File: config.mk
export PLATFORM = sky130hd
export DESIGN_NAME = psr_router
export DESIGN_NICKNAME = d
export VERILOG_FILES = /design/src/include/psr_pkg.sv /design/src/hw/psr_router.sv /design/src/hw/psr_pin_drive.sv
export SDC_FILE = /design/constraint.sdc
export NUM_CORES = 1
export LEC_CHECK = 0
export CORE_MARGIN = 2
export CORE_UTILIZATION = 70
export DETAILED_ROUTE_END_ITERATION = 10
export DONT_BUFFER_PORTS = 1
export PLACE_DENSITY = 0.83
export SYNTH_ARGS = -nofsm -noshare
export SYNTH_HDL_FRONTEND = slang
export SYNTH_SLANG_ARGS = --single-unit
File: constraint.sdc
create_clock -name mclk -period 8.6 [get_ports mclk]
set_clock_uncertainty 0.05 [all_clocks]
set_input_delay 0.86 -clock mclk [delete_from_list [all_inputs] [get_ports mclk]]
set_output_delay 0.86 -clock mclk [all_outputs]
set_load 0.01 [all_outputs]
File: src/include/psr_pkg.sv
package psr_pkg;
    localparam int N_PINS = 16;
    localparam int N_INPUTS = 3;
    localparam int N_SRC = 16;
    localparam int SEL_W = 6;
    localparam int PIN_IDX_W = 4;
    localparam int SRC_IDX_W = 4;

    // register byte offsets
    localparam logic [7:0] OFF_LOCK = 8'h00;
    localparam logic [7:0] OFF_IN_BASE = 8'h04;
    localparam logic [7:0] OFF_OUT_BASE = 8'h40;

    // input function order: external interrupt, timer0 clock, serial receive
    localparam logic [SEL_W-1:0] IN_RESET [N_INPUTS] = '{6'h00, 6'h04, 6'h17};
    localparam logic [SEL_W-1:0] OUT_RESET = 6'h00;
    localparam logic [SEL_W-1:0] CODE_LATCH = 6'h00;
    localparam logic LOCK_RESET = 1'b0;
    localparam int LOCK_BIT = 0;

    localparam logic [7:0] KEY_FIRST = 8'h55;
    localparam logic [7:0] KEY_SECOND = 8'hAA;

    typedef enum logic [1:0] {
        KEY_IDLE = 2'b00,
        KEY_GOT_FIRST = 2'b01,
        KEY_ARMED = 2'b10
    } psr_key_e;
endpackage : psr_pkg

File: src/hw/psr_router.sv
// Functional notes
// (RULE1) input selector: six bits, upper two read zero
// (RULE2) one input selector per peripheral input function
// (RULE3) software picks only pins an input supports
// (RULE4) interrupt input selector limited to codes below 0x10; the code stores any six-bit code and feeds zero for 0x10 and up
// (RULE5) input selector defaults on power reset only
// (RULE6) output source: six bits, zero on power reset
// (RULE7) routed peripheral overrides pin direction
// (RULE8) lock flag bit zero, cleared every reset
// (RULE9) lock changes only after two key writes
// (RULE10) one-time option: lock set stays until reset
// (RULE11) source code zero drives port latch bit
// (RULE12) only power reset restores selections
// (RULE13) locked writes to selections are ignored
//
// The Wishbone interface to the registers and the register offsets were left to the implementer.
`timescale 1ns/100ps
module psr_router (
    // clock and resets
    input wire logic mclk,
    input wire logic rst,
    input wire logic soft_rst,
    // configuration
    input wire logic one_time_lock_option,
    // wishbone slave
    input wire logic wb_cyc_i,
    input wire logic wb_stb_i,
    input wire logic wb_we_i,
    input wire logic [7:0] wb_adr_i,
    input wire logic [3:0] wb_sel_i,
    input wire logic [31:0] wb_dat_i,
    output logic [31:0] wb_dat_o,
    output logic wb_ack_o,
    // pins
    input wire logic [psr_pkg::N_PINS-1:0] pin_in,
    output logic [psr_pkg::N_PINS-1:0] pin_out,
    output logic [psr_pkg::N_PINS-1:0] pin_oe,
    // port logic
    input wire logic [psr_pkg::N_PINS-1:0] port_output_latch_bit,
    input wire logic [psr_pkg::N_PINS-1:0] pin_direction_control,
    // peripherals
    input wire logic [psr_pkg::N_SRC-1:0] periph_out,
    input wire logic [psr_pkg::N_SRC-1:0] periph_oe,
    output logic [psr_pkg::N_INPUTS-1:0] periph_in
);
    logic [psr_pkg::N_INPUTS-1:0][psr_pkg::SEL_W-1:0] in_sel_reg;
    logic [psr_pkg::N_PINS-1:0][psr_pkg::SEL_W-1:0] out_src_reg;
    logic selection_locked_flag;
    logic one_way_done_reg;
    psr_pkg::psr_key_e key_reg;
    psr_pkg::psr_key_e key_next;
    logic [psr_pkg::N_PINS-1:0] pin_meta_reg;
    logic [psr_pkg::N_PINS-1:0] pin_sync_reg;
    logic ack_reg;
    logic [31:0] rdata_reg;

    logic access;
    logic wr_fire;
    logic wr_byte0;
    logic hit_lock;
    logic hit_in;
    logic hit_out;
    logic [5:0] word_idx;
    logic [5:0] in_idx;
    logic [5:0] out_idx;
    logic sel_write_ok;
    logic lock_wr;
    logic lock_change_ok;
    logic lock_next;
    logic [31:0] rdata_next;

    assign access = wb_cyc_i && wb_stb_i && !ack_reg;
    assign wr_fire = access && wb_we_i;
    assign wr_byte0 = wr_fire && wb_sel_i[0];
    assign word_idx = wb_adr_i[7:2];
    assign in_idx = word_idx - psr_pkg::OFF_IN_BASE[7:2];
    assign out_idx = word_idx - psr_pkg::OFF_OUT_BASE[7:2];
    assign hit_lock = (wb_adr_i == psr_pkg::OFF_LOCK);
    assign hit_in = (wb_adr_i[1:0] == 2'b00) && (wb_adr_i >= psr_pkg::OFF_IN_BASE)
        && (in_idx < 6'(psr_pkg::N_INPUTS));
    assign hit_out = (wb_adr_i[1:0] == 2'b00) && (wb_adr_i >= psr_pkg::OFF_OUT_BASE)
        && (out_idx < 6'(psr_pkg::N_PINS));
    assign sel_write_ok = wr_byte0 && !selection_locked_flag; // RULE13
    assign lock_wr = wr_byte0 && hit_lock;

    // key writes never touch the flag; only the write after the pair does
    always_comb begin
        key_next = key_reg;
        if (lock_wr) begin
            if (wb_dat_i[7:0] == psr_pkg::KEY_FIRST) begin
                key_next = psr_pkg::KEY_GOT_FIRST;
            end else if (key_reg == psr_pkg::KEY_GOT_FIRST && wb_dat_i[7:0] == psr_pkg::KEY_SECOND) begin
                key_next = psr_pkg::KEY_ARMED;
            end else begin
                key_next = psr_pkg::KEY_IDLE;
            end
        end else if (wr_fire) begin
            // any other write between key steps breaks the sequence
            key_next = psr_pkg::KEY_IDLE;
        end
    end

    assign lock_change_ok = lock_wr && (key_reg == psr_pkg::KEY_ARMED)
        && !(one_time_lock_option && one_way_done_reg); // RULE10
    assign lock_next = lock_change_ok ? wb_dat_i[psr_pkg::LOCK_BIT] : selection_locked_flag;

    // unmapped words read zero and take no write
    assign rdata_next = hit_lock ? {31'h0000_0000, selection_locked_flag} // RULE8
        : hit_in ? {26'h000_0000, in_sel_reg[in_idx[1:0]]} // RULE1
        : hit_out ? {26'h000_0000, out_src_reg[out_idx[3:0]]} // RULE6
        : 32'h0000_0000;

    // selections: only the power reset restores their defaults
    always_ff @(posedge mclk or posedge rst) begin
        if (rst) begin
            for (int i = 0; i < psr_pkg::N_INPUTS; i++) begin
                in_sel_reg[i] <= psr_pkg::IN_RESET[i]; // RULE5
            end
            for (int i = 0; i < psr_pkg::N_PINS; i++) begin
                out_src_reg[i] <= psr_pkg::OUT_RESET; // RULE12
            end
        end else if (sel_write_ok && hit_in) begin
            in_sel_reg[in_idx[1:0]] <= wb_dat_i[psr_pkg::SEL_W-1:0]; // RULE2
        end else if (sel_write_ok && hit_out) begin
            out_src_reg[out_idx[3:0]] <= wb_dat_i[psr_pkg::SEL_W-1:0]; // RULE6
        end
    end

    // lock state: every reset clears it
    always_ff @(posedge mclk or posedge rst) begin
        if (rst) begin
            selection_locked_flag <= psr_pkg::LOCK_RESET;
            one_way_done_reg <= 1'b0;
            key_reg <= psr_pkg::KEY_IDLE;
        end else if (soft_rst) begin
            selection_locked_flag <= psr_pkg::LOCK_RESET; // RULE8
            one_way_done_reg <= 1'b0;
            key_reg <= psr_pkg::KEY_IDLE;
        end else begin
            selection_locked_flag <= lock_next; // RULE9
            one_way_done_reg <= one_way_done_reg || (lock_change_ok && wb_dat_i[psr_pkg::LOCK_BIT]); // RULE10
            key_reg <= key_next;
        end
    end

    // bus answer: one cycle after the strobe, dropped the cycle after
    always_ff @(posedge mclk or posedge rst) begin
        if (rst) begin
            ack_reg <= 1'b0;
            rdata_reg <= 32'h0000_0000;
        end else begin
            ack_reg <= access;
            rdata_reg <= access ? rdata_next : 32'h0000_0000;
        end
    end
    assign wb_ack_o = ack_reg;
    assign wb_dat_o = rdata_reg;

    // pin inputs come from outside the clock domain
    always_ff @(posedge mclk or posedge rst) begin
        if (rst) begin
            pin_meta_reg <= '0;
            pin_sync_reg <= '0;
        end else begin
            pin_meta_reg <= pin_in;
            pin_sync_reg <= pin_meta_reg;
        end
    end

    // unsupported selector codes feed a steady zero rather than a random pin
    always_ff @(posedge mclk or posedge rst) begin
        if (rst) begin
            periph_in <= '0;
        end else begin
            for (int j = 0; j < psr_pkg::N_INPUTS; j++) begin
                periph_in[j] <= (in_sel_reg[j] < 6'(psr_pkg::N_PINS))
                    ? pin_sync_reg[in_sel_reg[j][psr_pkg::PIN_IDX_W-1:0]] : 1'b0; // RULE2
            end
        end
    end

    for (genvar p = 0; p < psr_pkg::N_PINS; p++) begin : g_pin
        psr_pin_drive u_drive (
            .mclk(mclk),
            .rst(rst),
            .src_code(out_src_reg[p]),
            .latch_bit(port_output_latch_bit[p]),
            .dir_input(pin_direction_control[p]),
            .periph_out(periph_out),
            .periph_oe(periph_oe),
            .pin_out_reg(pin_out[p]),
            .pin_oe_reg(pin_oe[p])
        );
    end

    // checks
    logic [psr_pkg::SRC_IDX_W-1:0] chk_src0;
    assign chk_src0 = out_src_reg[0][psr_pkg::SRC_IDX_W-1:0];
endmodule : psr_router

File: src/hw/psr_pin_drive.sv
`timescale 1ns/100ps
module psr_pin_drive (
    // clock and reset
    input wire logic mclk,
    input wire logic rst,
    // selection
    input wire logic [psr_pkg::SEL_W-1:0] src_code,
    input wire logic latch_bit,
    input wire logic dir_input,
    // peripheral outputs
    input wire logic [psr_pkg::N_SRC-1:0] periph_out,
    input wire logic [psr_pkg::N_SRC-1:0] periph_oe,
    // pin
    output logic pin_out_reg,
    output logic pin_oe_reg
);
    logic use_latch;
    logic src_valid;
    logic [psr_pkg::SRC_IDX_W-1:0] src_idx;
    logic out_next;
    logic oe_next;

    assign use_latch = (src_code == psr_pkg::CODE_LATCH);
    assign src_valid = (src_code < 6'(psr_pkg::N_SRC));
    assign src_idx = src_code[psr_pkg::SRC_IDX_W-1:0];
    // unknown codes leave the pin quiet but keep the port direction
    assign out_next = use_latch ? latch_bit : (src_valid ? periph_out[src_idx] : 1'b0); // RULE11
    assign oe_next = (use_latch || !src_valid) ? !dir_input : periph_oe[src_idx]; // RULE7

    always_ff @(posedge mclk or posedge rst) begin
        if (rst) begin
            pin_out_reg <= 1'b0;
            pin_oe_reg <= 1'b0;
        end else begin
            pin_out_reg <= out_next;
            pin_oe_reg <= oe_next;
        end
    end
endmodule : psr_pin_drive

==> impl_metrics.py <==
metrics = {
    "clock_tree": {
        "cts.sinks": 192,
        "ctsResizeCount": 0,
        "htree_levels": 4,
        "cts-root-buf": "clkbuf_16",
        "cts_setup_buffers": 0,
        "cts_tree": "built",
        "cts_buffers": 17,
        "clock_latency_ps": 460,
        "clk_pin_slew_ps": 80,
        "postCtsHoldBufs": 0,
        "clock_path_buffers": 2,
    },
    "sta": {
        "grt_setup_unrepaired": "false",
        "period_share_pct": 35.45,
        "slew_viol_final": 0,
        "clock.fmax_ghz": 0.3280,
        "relSlewSlack_pct": 39.83,
        "setup_viol_count_final": 0,
        "tightest_slew_ps": 902.5,
        "hold_viol": 0,
        "tns_ps": 0,
        "period_needed_ps": 3049,
    },
    "grt": {
        "grt_use_total_pct": 38.82,
        "grt_pass1_wl_um": 58050,
        "grt_antenna_before_repair": 0,
        "globalRouteOverflowTotal": 0,
        "grt_pass1_vias": 9545,
        "grt_max_degree": 132,
    },
    "setup_path": {
        "critPathArrivalTime_ps": 3340,
        "critPathCaptureType": "flop",
        "worstPathRequired_ps": 8890,
        "worst_r2r_path_depth": 5,
        "start_kind": "primary input",
        "cpPeakStageDelay_ps": 720,
        "worstPathMaxFanout": 29,
        "r2r_end": "chk_src0[0]$_DFFE_PP0P_",
        "path_cells": "inv_1 -> ha_1 -> nor4b_1 -> a2111oi_1 -> nand4_1 -> mux2_2",
        "crit_type": "primary input to flop",
        "r2r_setup_slack_ps": 5890,
        "critPathBufInv": 1,
        "r2r_start": "wb_ack_o$_DFF_PP0_",
        "slowest_stage": "a2111oi_1",
        "cp_top_family": "compound AO/OA/AOI/OAI gates",
    },
    "placement": {
        "place_inst": 1137,
        "port-buffer-count": 0,
        "hpwl_um": 23880,
        "place_congestion": 0.9180,
    },
    "routing": {
        "firstDrtPassIters": 5,
        "drtAntennaViolNets": 0,
        "routed_wl_um": 37750,
        "drt_iter0_drc": 1426,
        "routedWlPerCell_um": 32.29,
        "remaining_drc_errors": 0,
        "viasPerCell": 8.191,
        "num_vias": 9575,
    },
    "floorplanning": {
        "die_y_um": 142.5,
        "start_util_pct": 71.53,
        "core-area_um2": 18770,
        "io_pins": 199,
        "die_width_um": 142.5,
        "die_area_um2": 20300,
        "rows": 50,
    },
    "synth": {
        "ys_warn_count": 0,
        "synth_cells": 1048,
        "synth_mux_area_share_pct": 40.55,
        "synth.distinct_cells": 63,
        "ys_seq_area_share_pct": 35.83,
        "ys_seq_elements": 192,
        "synth_edf_count": 0,
        "syn_area_um2": 13430,
        "synth_top_family_by_area": "multiplexers",
        "postSynthAreaPerCell_um2": 12.81,
        "synth_xor_area_share_pct": 0,
        "synth_ff_type": "dfrtp_1",
        "synth_simple_gate_area_share_pct": 8.900,
        "synth-async-reset-ratio_pct": 100.0,
        "synth_fa_ha_area_share_pct": 0.4660,
        "synth-compound-area-share_pct": 6.952,
    },
    "layout": {
        "syn2layout_area_growth_pct": 1.184,
        "fin_nets": 1058,
        "final_common_cell": "dfrtp_1",
        "mostFrequentLayoutCells": "dfrtp_1 (187), mux4_2 (142), mux2_2 (131), mux2i_1 (68), nand2_1 (35)",
        "final_cells": 1169,
        "antenna_cells": 0,
        "post-route-util_pct": 72.38,
        "largest_register_ffs": 92,
        "drive_gt1_share_pct": 36.04,
    },
    "power_and_ir_drop": {
        "ir_worst_vdd_mv": 0.1429,
        "intPower_w": 0.001417,
        "power_frac_clock_pct": 44.2,
        "pwr-share-seq_pct": 48.2,
        "power_density_nw_per_um2": 144.0,
        "p_sw_w": 0.0005389,
        "switching_share_pct": 27.55,
        "leakagePower_nw": 5.177,
        "comb_power_share_pct": 7.5,
    },
    "hold_path": {
        "worstHoldPathCells": 0,
        "hold_path.class": "flop to flop",
        "worstHoldStart": "pin_meta_reg[6]$_DFF_PP0_",
        "hold_end": "pin_sync_reg[6]$_DFF_PP0_",
    },
    "status": {
        "status": "finished clean",
    },
    "job": {
        "drv_cap": 0,
    },
}
-- cell usage after synthesis (10+ instances only) --
cell type / n / area share, %
dfrtp_1: 187 / 35
mux4_2: 142 / 24
mux2_2: 131 / 11
clkbuf_1: 85 / 2.4
mux2i_1: 68 / 5.1
buf_4: 58 / 3.2
nand2_1: 35 / 0.98
nor2_1: 28 / 0.78
buf_2: 21 / 0.78
inv_1: 19 / 0.53
nor2b_1: 16 / 0.75
o211ai_1: 16 / 0.89
o21ai_0: 15 / 0.56
a311oi_1: 14 / 0.91
nand4_1: 14 / 0.65
nor4_1: 14 / 0.65
nand2b_1: 11 / 0.51
nand3_4: 10 / 1.3
-- logic make-up (layout without fill, tap and decap cells) --
logic type	Yosys count	count (layout)
compound gates	123	123
other cells	1	26
flops	192	192
mux	347	347
simple gates	188	188
fa+ha+maj	5	5
buf+inv	192	54
-- power groups by stage --
| stage | sequential [W] | clock [W] | combinational (W) |
|---|---|---|---|
| after global placement | 0.000960 | 0 | 0.000141 |
| after CTS | 0.000943 | 0.000874 | 0.000146 |
| after floorplan | 0.000947 | 0 | 0.000176 |
| after global routing | 0.000946 | 0.000910 | 0.000159 |
| after detailed placement | 0.000961 | 0 | 0.000144 |
| final | 0.000943 | 0.000865 | 0.000147 |
-- worst reg2reg max path, delay by kind of cell (launching register included) --
kind	cells	cell delay, ps
buf+inv	1	380
simple gates	3	1300
mux	1	430
flops	1	420
-- through the flow --
stage	setup WS (ps)	hold WS, ps	instance area [µm²]	total power, W
after global routing	5466	310.0	13580	0.002015
after global placement	5368	282.1	12930	0.001100
after detailed placement	5315	285.5	12930	0.001105
final	5551	303.8	13580	0.001956
after floorplan	2471	281.2	13520	0.001123
after CTS	5650	305.6	13580	0.001964
-- layout make-up --
class / instances / area, µm²
clock buffers: 17 / 425.4
repair buffers: 2 / 15.01
inverters: 20 / 82.58
well taps: 234 / 292.8
fillers: 1184 / 5184
multi-input cells: 689 / 7732
flip-flops and latches: 192 / 4811
clock inverters: 15 / 225.2
-- worst max-delay path by stage --
stage / cells after the start / slack (ps) / endpoint / start
global placement: 6 / 5370 / in_sel_reg[4]$_DFFE_PP0P_ / wb_adr_i[3]
global route: 6 / 5470 / in_sel_reg[15]$_DFFE_PP0P_ / wb_adr_i[3]
CTS: 6 / 5650 / in_sel_reg[17]$_DFFE_PP0P_ / wb_adr_i[3]
finish: 6 / 5550 / in_sel_reg[17]$_DFFE_PP0P_ / wb_adr_i[3]
floorplan: 1 / 2470 / chk_src0[0]$_DFFE_PP0P_ / rst
detailed placement: 6 / 5310 / in_sel_reg[17]$_DFFE_PP0P_ / wb_adr_i[3]
-- routing by layer --
metal	vias to the layer above	track usage [%]	part of all wire (%)
met4	0	19.39	5.8
met5	-	0	0
met1	4686	50.28	33
met3	200	14.74	15
met2	917	57.97	46
li1	3772	-	-
Power figures use the tool's default switching activity.
